===== config.mk =====
export PLATFORM = sky130hd
export DESIGN_NAME = chw_top
export DESIGN_NICKNAME = d
export VERILOG_FILES = /design/src/chw_pkg.sv /design/src/chw_sync3.sv /design/src/chw_top.sv
export SDC_FILE = /design/constraint.sdc
export NUM_CORES = 1
export LEC_CHECK = 0
export BUFFER_PORTS_ARGS = -buffer_cell sky130_fd_sc_hd__buf_2
export CAP_MARGIN = 20
export CELL_PAD_IN_SITES_DETAIL_PLACEMENT = 0
export CELL_PAD_IN_SITES_GLOBAL_PLACEMENT = 1
export CORE_MARGIN = 2
export CORE_UTILIZATION = 40
export CTS_CLUSTER_DIAMETER = 50
export DETAILED_ROUTE_END_ITERATION = 16
export PLACE_DENSITY = 0.82
export SLEW_MARGIN = 40
export SYNTH_ARGS = -nofsm -noshare
export SYNTH_HDL_FRONTEND = slang
export SYNTH_SLANG_ARGS = --single-unit

===== constraint.sdc =====
create_clock -name sys_clk -period 3.6 [get_ports sys_clk]
set_input_delay 0.72 -clock sys_clk [delete_from_list [all_inputs] [get_ports sys_clk]]
set_output_delay 0.72 -clock sys_clk [all_outputs]
set_load 0.01 [all_outputs]

===== src/chw_pkg.sv =====
// constants and types shared by the charger host watchdog and start-up logic
//
// Overview of operation
// - interrupt is one low pulse, 256 us
// - logic powered from either supply in range; defaults on entry
// - register-reset write restores all register defaults
// - two-bit field selects timeout; zero disables
// - expired flag zero in host, one after expiry
// - power-on starts default mode, watchdog stopped
// - any write in default mode enters host mode
// - watchdog timeout returns device to default mode
// - restart bit clears itself after restarting count
// - default mode charges on default settings alone
// - battery only, above discharge level: switch on
// - on battery alone, boost when conditions hold
// - force-off bit opens switch, no charge/discharge
// - no input, forced off, bus low: shipping
// - overcurrent latches switch off until input removed
// - input start: regulator, adapter check, source detect
// - regulator starts after 220 ms qualified input
// - failed adapter check repeats every 2 seconds
package chw_pkg;
	// ==========================================================
	// clock rates and timing
	localparam int SYS_CLK_HZ = 40000000;
	localparam int SLOW_CLK_HZ = 70000;
	localparam logic [9:0] SLOW_DIV = 10'(SYS_CLK_HZ / SLOW_CLK_HZ);
	localparam int INT_PULSE_US = 256;
	localparam logic [13:0] INT_PULSE_CYC = 14'(INT_PULSE_US * (SYS_CLK_HZ / 1000000));
	localparam int REG_QUAL_MS = 220;
	localparam logic [23:0] REG_QUAL_TICKS = 24'(REG_QUAL_MS * SLOW_CLK_HZ / 1000);
	localparam int ADAPT_RETRY_S = 2;
	localparam logic [23:0] ADAPT_RETRY_TICKS = 24'(ADAPT_RETRY_S * SLOW_CLK_HZ);
	localparam int WD_T1_S = 40;
	localparam int WD_T2_S = 80;
	localparam int WD_T3_S = 160;
	localparam logic [23:0] WD_T1_TICKS = 24'(WD_T1_S * SLOW_CLK_HZ);
	localparam logic [23:0] WD_T2_TICKS = 24'(WD_T2_S * SLOW_CLK_HZ);
	localparam logic [23:0] WD_T3_TICKS = 24'(WD_T3_S * SLOW_CLK_HZ);
	// ==========================================================
	// register fields and reset values
	localparam logic [1:0] WD_SEL_OFF = 2'h0;
	localparam logic [1:0] WD_SEL_RST = 2'h1;
	localparam logic FORCE_OFF_RST = 1'h0;
	// ==========================================================
	// synchronised pin inputs: bit positions
	localparam int PIN_W = 8;
	localparam int PIN_VIN_OK = 0;
	localparam int PIN_VIN_MARGIN = 1;
	localparam int PIN_BATT_OK = 2;
	localparam int PIN_BATT_DPL = 3;
	localparam int PIN_BATT_OCP = 4;
	localparam int PIN_SDA = 5;
	localparam int PIN_SCL = 6;
	localparam int PIN_BOOST = 7;
	// ==========================================================
	// start-up sequence states
	typedef enum logic [5:0] {
		CHW_IDLE = 6'h01,
		CHW_QUAL = 6'h02,
		CHW_ADAPT = 6'h04,
		CHW_RETRY = 6'h08,
		CHW_SRC = 6'h10,
		CHW_RUN = 6'h20
	} chw_start_t;
endpackage


===== src/chw_sync3.sv =====
// three-stage synchroniser with agreement filter for pin inputs
`timescale 1ns/1ps
module chw_sync3 #(
	parameter int W = 8
) (
	input wire logic sys_clk, // system clock
	input wire logic resetn, // synchronous reset, active low
	input wire logic [W-1:0] pin, // raw asynchronous pins
	output logic [W-1:0] clean // filtered level
);
	// ==========================================================
	// per-bit chain; first stage feeds only the second
	genvar g;
	for (g = 0; g < W; g++) begin : g_bit
		logic s1;
		logic s2;
		logic s3;
		logic val;
		// a change counts once stages two and three agree
		always_ff @(posedge sys_clk) begin
			if (!resetn) begin
				s1 <= 1'b0;
				s2 <= 1'b0;
				s3 <= 1'b0;
				val <= 1'b0;
			end else begin
				s1 <= pin[g];
				s2 <= s1;
				s3 <= s2;
				if (s2 == s3) begin
					val <= s3;
				end
			end
		end
		assign clean[g] = val;
	end
endmodule // chw_sync3


===== src/chw_top.sv =====
// watchdog, battery path and input start-up control of the charger
`timescale 1ns/1ps
module chw_top #(
	parameter logic [13:0] INT_CYC = chw_pkg::INT_PULSE_CYC, // interrupt width, cycles
	parameter logic [23:0] REG_TICKS = chw_pkg::REG_QUAL_TICKS, // qualify, slow ticks
	parameter logic [23:0] RETRY_TICKS = chw_pkg::ADAPT_RETRY_TICKS, // retry, slow ticks
	parameter logic [23:0] WD1_TICKS = chw_pkg::WD_T1_TICKS, // timeout sel 1
	parameter logic [23:0] WD2_TICKS = chw_pkg::WD_T2_TICKS, // timeout sel 2
	parameter logic [23:0] WD3_TICKS = chw_pkg::WD_T3_TICKS // timeout sel 3
) (
	input wire logic sys_clk, // 40 MHz system clock
	input wire logic resetn, // synchronous reset, active low
	input wire logic vin_uvlo_ok, // pin: input in communication range
	input wire logic input_over_battery_margin, // pin: input above battery + margin
	input wire logic batt_uvlo_ok, // pin: battery in communication range
	input wire logic battery_over_discharge_level, // pin: battery above discharge level
	input wire logic batt_ocp, // pin: discharge over switch limit
	input wire logic sda_in, // pin: data line level
	input wire logic scl_in, // pin: clock line level
	input wire logic boost_cond, // pin: other boost conditions met
	input wire logic host_write, // any register write, pulse
	input wire logic wr_reg_reset, // one written to register-reset bit
	input wire logic wr_wd_restart, // one written to watchdog_restart_bit
	input wire logic wr_wd_sel, // timeout field written
	input wire logic [1:0] wd_sel_data, // timeout field value
	input wire logic wr_force_off, // force-off bit written
	input wire logic force_off_data, // force-off bit value
	input wire logic adapt_done, // adapter check finished, pulse
	input wire logic adapt_ok, // adapter check result
	input wire logic src_done, // source detection finished, pulse
	input wire logic int_req, // external interrupt event, pulse
	output logic [1:0] wd_sel, // timeout field
	output logic battery_switch_force_off, // force-off bit
	output logic watchdog_restart_bit, // restart bit, self-clearing
	output logic watchdog_expired_flag, // watchdog expired flag
	output logic host_mode, // host mode active
	output logic default_charge, // charging on default settings
	output logic int_n, // interrupt, active low pulse
	output logic i2c_ready, // logic powered, bus accepted
	output logic regs_default, // pulse: load register defaults
	output logic internal_regulator, // regulator enable
	output logic adapt_req, // request adapter check
	output logic src_req, // request source detection
	output logic buck_en, // start step-down converter
	output logic battery_switch, // battery switch on
	output logic boost_en, // boost mode
	output logic shipping_mode, // shipping mode
	output logic sys_supply_en, // system supplied
	output logic battery_switch_overcurrent_latch // latched off
);
	import chw_pkg::*;

	// ==========================================================
	// all state of the block
	typedef struct packed {
		logic [1:0] wd_sel;
		logic force_off;
		logic restart_bit;
		logic host_mode;
		logic wd_flag;
		logic dflt_chg;
		logic [23:0] wd_cnt;
		logic [9:0] pre_cnt;
		logic tick;
		logic [13:0] int_cnt;
		logic int_n;
		logic int_pend;
		logic pwr_ok;
		logic regs_dflt;
		chw_start_t start;
		logic [23:0] tmr;
		logic reg_en;
		logic adapt_req;
		logic src_req;
		logic buck_en;
		logic vin_d;
		logic ocp_latch;
		logic bsw;
		logic boost;
		logic ship;
		logic sys_en;
	} chw_state_t;

	chw_state_t st;
	chw_state_t next_st;
	logic [PIN_W-1:0] pin_raw;
	logic [PIN_W-1:0] pin;

	// ==========================================================
	// pin synchronisers
	assign pin_raw = {boost_cond, scl_in, sda_in, batt_ocp, battery_over_discharge_level,
		batt_uvlo_ok, input_over_battery_margin, vin_uvlo_ok};

	chw_sync3 #(
		.W(PIN_W)
	) u_sync (
		.sys_clk(sys_clk),
		.resetn(resetn),
		.pin(pin_raw),
		.clean(pin)
	);

	// ==========================================================
	// next-state logic
	logic [23:0] wd_lim;
	logic vin_ok;
	logic vin_qual;
	logic any_wr;
	logic wd_run;
	logic wd_exp;
	logic ev;

	// timeout length from the select field
	always_comb begin
		case (st.wd_sel)
			2'h1: wd_lim = WD1_TICKS;
			2'h2: wd_lim = WD2_TICKS;
			2'h3: wd_lim = WD3_TICKS;
			default: wd_lim = 24'h000000;
		endcase
	end

	always_comb begin
		next_st = st;
		vin_ok = pin[PIN_VIN_OK];
		vin_qual = pin[PIN_VIN_OK] & pin[PIN_VIN_MARGIN];
		any_wr = host_write | wr_reg_reset | wr_wd_restart | wr_wd_sel | wr_force_off;
		// zero select stops the count altogether
		wd_run = st.host_mode & (st.wd_sel != WD_SEL_OFF);
		wd_exp = wd_run & st.tick & (st.wd_cnt >= wd_lim - 24'h000001);
		ev = int_req;

		// slow timebase standing in for the internal oscillator
		next_st.tick = (st.pre_cnt == SLOW_DIV - 10'h001);
		next_st.pre_cnt = next_st.tick ? 10'h000 : st.pre_cnt + 10'h001;

		// logic alive on whichever supply is in range
		next_st.pwr_ok = vin_ok | pin[PIN_BATT_OK];
		next_st.regs_dflt = wr_reg_reset | (next_st.pwr_ok & ~st.pwr_ok);

		// register writes
		next_st.restart_bit = 1'b0;
		if (wr_wd_sel) begin
			next_st.wd_sel = wd_sel_data;
		end
		if (wr_force_off) begin
			next_st.force_off = force_off_data;
		end
		if (wr_wd_restart) begin
			next_st.restart_bit = 1'b1;
			next_st.wd_cnt = 24'h000000;
		end
		if (wr_reg_reset) begin
			next_st.wd_sel = WD_SEL_RST;
			next_st.force_off = FORCE_OFF_RST;
			next_st.restart_bit = 1'b0;
		end

		// watchdog count and mode changes
		if (!st.host_mode) begin
			if (any_wr) begin
				next_st.host_mode = 1'b1;
				next_st.wd_flag = 1'b0;
				next_st.wd_cnt = 24'h000000;
			end
		end else if (!wd_run) begin
			next_st.wd_cnt = 24'h000000;
		end else if (wd_exp && !wr_wd_restart) begin
			next_st.host_mode = 1'b0;
			next_st.wd_flag = 1'b1;
			next_st.wd_cnt = 24'h000000;
			ev = 1'b1;
		end else if (st.tick && !wr_wd_restart) begin
			next_st.wd_cnt = st.wd_cnt + 24'h000001;
		end
		next_st.dflt_chg = ~next_st.host_mode;

		// start-up from input power
		case (st.start)
			CHW_IDLE: begin
				next_st.tmr = 24'h000000;
				if (vin_qual) begin
					next_st.start = CHW_QUAL;
				end
			end
			CHW_QUAL: begin
				// any dip restarts the qualifying time
				if (!vin_qual) begin
					next_st.start = CHW_IDLE;
					next_st.tmr = 24'h000000;
				end else if (st.tick) begin
					if (st.tmr == REG_TICKS - 24'h000001) begin
						next_st.reg_en = 1'b1;
						next_st.adapt_req = 1'b1;
						next_st.start = CHW_ADAPT;
						next_st.tmr = 24'h000000;
					end else begin
						next_st.tmr = st.tmr + 24'h000001;
					end
				end
			end
			CHW_ADAPT: begin
				if (adapt_done) begin
					next_st.adapt_req = 1'b0;
					next_st.tmr = 24'h000000;
					if (adapt_ok) begin
						next_st.src_req = 1'b1;
						next_st.start = CHW_SRC;
						ev = 1'b1;
					end else begin
						next_st.start = CHW_RETRY;
					end
				end
			end
			CHW_RETRY: begin
				if (st.tick) begin
					if (st.tmr == RETRY_TICKS - 24'h000001) begin
						next_st.adapt_req = 1'b1;
						next_st.start = CHW_ADAPT;
						next_st.tmr = 24'h000000;
					end else begin
						next_st.tmr = st.tmr + 24'h000001;
					end
				end
			end
			CHW_SRC: begin
				if (src_done) begin
					next_st.src_req = 1'b0;
					next_st.buck_en = 1'b1;
					next_st.start = CHW_RUN;
					ev = 1'b1;
				end
			end
			CHW_RUN: begin
				next_st.start = CHW_RUN;
			end
			default: begin
				next_st.start = CHW_IDLE;
			end
		endcase
		// losing input power drops the whole sequence
		if (!vin_ok) begin
			next_st.start = CHW_IDLE;
			next_st.tmr = 24'h000000;
			next_st.reg_en = 1'b0;
			next_st.adapt_req = 1'b0;
			next_st.src_req = 1'b0;
			next_st.buck_en = 1'b0;
		end

		// battery path; latch set wins over the disconnect clear
		next_st.vin_d = vin_ok;
		if (st.bsw && pin[PIN_BATT_OCP]) begin
			next_st.ocp_latch = 1'b1;
		end else if (st.vin_d && !vin_ok) begin
			next_st.ocp_latch = 1'b0;
		end
		next_st.ship = ~vin_ok & st.force_off & ~pin[PIN_SDA] & ~pin[PIN_SCL];
		next_st.bsw = ~st.force_off & ~next_st.ocp_latch
			& (vin_ok | pin[PIN_BATT_DPL]);
		next_st.boost = ~vin_ok & next_st.bsw & pin[PIN_BOOST];
		next_st.sys_en = ~next_st.ship & (vin_ok | next_st.bsw);

		// interrupt pulse; events during a pulse queue one more
		next_st.int_pend = st.int_pend | ev;
		if (!st.int_n) begin
			if (st.int_cnt == INT_CYC - 14'h0001) begin
				next_st.int_n = 1'b1;
				next_st.int_cnt = 14'h0000;
			end else begin
				next_st.int_cnt = st.int_cnt + 14'h0001;
			end
		end else if (st.int_pend) begin
			next_st.int_n = 1'b0;
			next_st.int_pend = ev;
		end

		// out of communication range the register fields, watchdog and mode hold defaults
		if (!next_st.pwr_ok) begin
			next_st.wd_sel = WD_SEL_RST;
			next_st.force_off = FORCE_OFF_RST;
			next_st.restart_bit = 1'b0;
			next_st.host_mode = 1'b0;
			next_st.wd_flag = 1'b0;
			next_st.dflt_chg = 1'b1;
			next_st.wd_cnt = 24'h000000;
		end
	end

	// ==========================================================
	// state register
	always_ff @(posedge sys_clk) begin
		if (!resetn) begin
			st <= '0;
			st.wd_sel <= WD_SEL_RST;
			st.force_off <= FORCE_OFF_RST;
			st.dflt_chg <= 1'b1;
			st.int_n <= 1'b1;
			st.start <= CHW_IDLE;
		end else begin
			st <= next_st;
		end
	end

	// ==========================================================
	// outputs, each a field of the state register
	assign wd_sel = st.wd_sel;
	assign battery_switch_force_off = st.force_off;
	assign watchdog_restart_bit = st.restart_bit;
	assign watchdog_expired_flag = st.wd_flag;
	assign host_mode = st.host_mode;
	assign default_charge = st.dflt_chg;
	assign int_n = st.int_n;
	assign i2c_ready = st.pwr_ok;
	assign regs_default = st.regs_dflt;
	assign internal_regulator = st.reg_en;
	assign adapt_req = st.adapt_req;
	assign src_req = st.src_req;
	assign buck_en = st.buck_en;
	assign battery_switch = st.bsw;
	assign boost_en = st.boost;
	assign shipping_mode = st.ship;
	assign sys_supply_en = st.sys_en;
	assign battery_switch_overcurrent_latch = st.ocp_latch;
endmodule // chw_top

==> metrics.csv <==
metric;value;unit
status;finished, final reports clean;
synthCells;735;
die_area;16700;sq um
core;15300;sq um
maxSlewViolCount;0;
synth_flop_cell;dfxtp_1;
end_kind;flop;
grtUsageTotal;18.5;%
start_util;41.1;%
drtIter0Drc;454;
seqCellArea;2640;sq um
antenna_found_initial;0;
routed_wl;14700;um
dr.pass1.iters;5;
drive_above_1_share;11.6;%
syn-cell-area;6270;sq um
fmax;311;MHz
grt_pass1_wl;24800;um
routed-via-count;5404;
grt-ovfl-total;0;
startpoint_type;flop;
synth_top_area_cell;dfxtp_1;
dp.final_hpwl;10200;um
cts.htree.levels;4;
fillCellCount;1447;
synth_nets;785;
cts_made_buffers;17;
setup_viol;0;
ant_nets;0;
power.internal;0.00237;W
clk_pin_slew;0.06;ns
tightestPinTransition;0.749;ns
clock_sinks;132;
p_leak;2.56;nW
multi_input_area;3380;sq um
pwr-share-clk;49.7;%
synthToLayoutAreaGrowth;13.9;%
sequentialPowerShare;48.5;%
p_per_area;430;nW/um^2
io_pins;41;
worstSetupPathType;reg2reg;
grt_setup_unrepaired;false;
root_buffer;clkbuf_16;
vdd_drop_max;0.357;mV
wl_per_cell;14.9;um
hp-class;reg2reg;
gp_congestion;0.840;
ys_ff_latch;132;
total_power;0.00307;W
die_w;129;um
num_rows;45;
die_h;129;um
p_comb_share;1.8;%
yosysSeqAreaShare;42.1;%
num_antenna_cells;0;
arrival;3.52;ns
timing.final.crit_share;89.3;%
vias_per_cell;5.48;
drv_cap;0;
clk_latency;0.43;ns
grt_pass1_vias;5177;
max_slew_margin;49.7;%
final_cell_mix;132 x dfxtp_1, 74 x nor2_1, 70 x nand2_1;
drcViolationCount;0;
yosys_warnings;0;
period_minus_slack;3.22;ns
clockBufferDepth;2;
setup_tns;0;ns
synthTopCellsByArea;dfxtp_1 42%, ha_1 5.6%, nor2_1 4.4%, nand2_1 4.2%, xnor2_1 4.2%;
finClkSkew;0.00935;ns
syn_avg_cell_area;8.53;sq um
synth_top_area_share;42.1;%
synth-edff-count;0;
grt_max_degree;32;
synth_cell_types;62;
path_max_fanout;13;
power.switching;0.000697;W
final_common_cell;dfxtp_1;
fin_nets;813;
cts_tree;done;
p_sw_share;22.7;%
final_hold_viol_count;0;
port-buffer-count;40;
critical_path_required;3.90;ns
async_flop_share;0;%
[path summary, 6_finish.rpt]
check	start	to	slack, ns	depth (start not counted)
min reg2reg	u_sync.g_bit[1].s1	u_sync.g_bit[1].s2	0.43	1
max reg2reg	wd_sel[0]	st[91]	0.38	10
min	u_sync.g_bit[1].s1	u_sync.g_bit[1].s2	0.43	1
max	wd_sel[0]	st[91]	0.38	10
[layer usage]
metal  track usage [%]  wire length (um)  up-vias  part of all wire, %
met5                 0                 0        -                    0
met4              6.14               176        0                  1.2
met3              4.29               618       19                  4.2
met2              29.8              6870      128                   47
met1              24.6              7080     2571                   48
li1                  -                 -     2686                    -
[state kept, by name, summed over array words and instances (netlist names), 2 cells and up]
signal,cells
st,81
u_sync.g_bit.s1,8
u_sync.g_bit.s2,8
u_sync.g_bit.s3,8
u_sync.g_bit.val,8
wd_sel,2
[synth_stat cells, drive strengths merged, types with 25 or more instances]
| cell | n |
|---|---|
| dfxtp | 132 |
| nor2 | 74 |
| nand2 | 70 |
| a21oi | 35 |
| nand3 | 32 |
| xnor2 | 30 |
| o21ai | 29 |
| and2 | 28 |
| ha | 28 |
| nor4 | 27 |
| nor3 | 25 |
[kinds of logic (layout without fill, tap and decap cells)]
group	after synthesis	in the layout	synth area share [%]
AO/OA/AOI/OAI	120	120	12.3
adder cells (fa/ha/maj)	28	28	5.59
other	1	1	0.0598
XOR/XNOR	40	40	5.59
multiplexers	10	10	1.60
AND/OR/NAND/NOR	342	342	28.5
buffers and inverters	62	103	4.25
flip-flops	132	132	42.1
[area by class of cell]
cell class / count / share of cell area, %
Multi-Input combinational cell: 541 / 47.3
Inverter: 25 / 1.31
Clock inverter: 13 / 1.21
Tap cell: 211 / 3.70
Timing Repair Buffer: 46 / 3.43
Clock buffer: 19 / 6.06
Sequential cell: 132 / 37.0
[worst max-delay path, cell delays in order (launching register included)]
cell	delay, ns
dfxtp_1	0.56
inv_1	0.17
ha_1	0.35
ha_1	0.30
nand4_1	0.17
nor4_1	0.41
o311ai_1	0.17
and3_2	0.35
buf_4	0.20
a221oi_1	0.31
nor3_1	0.09
[per-stage QoR]
stage	util [%]	cell area, sq um	instances	worst slack, ns	hold WS [ns]
after floorplan	-	6270	735	0.926	0.407
after global placement	43.3	6610	955	0.410	0.416
after detailed placement	43.4	6620	955	0.294	0.419
after CTS	46.8	7140	987	0.262	0.433
after global routing	46.8	7140	987	0.0930	0.449
final	46.8	7140	987	0.384	0.432
[power by group through the flow]
stage	registers [W]	logic (W)	clock network (W)
2_1_floorplan	0.00152	0.0000303	0
3_3_place_gp	0.00152	0.0000537	0
3_5_place_dp	0.00152	0.0000563	0
4_1_cts	0.00149	0.0000567	0.00156
5_1_grt	0.00149	0.0000637	0.00163
6_report	0.00149	0.0000556	0.00153
[timing repair]
action                                  CTS  global route
resized for setup                         0             1
hold buffers                              0             0
buffers inserted                          0             0
endpoints found under the setup margin    0             1
Note: power is estimated with default switching activity, not from simulation.
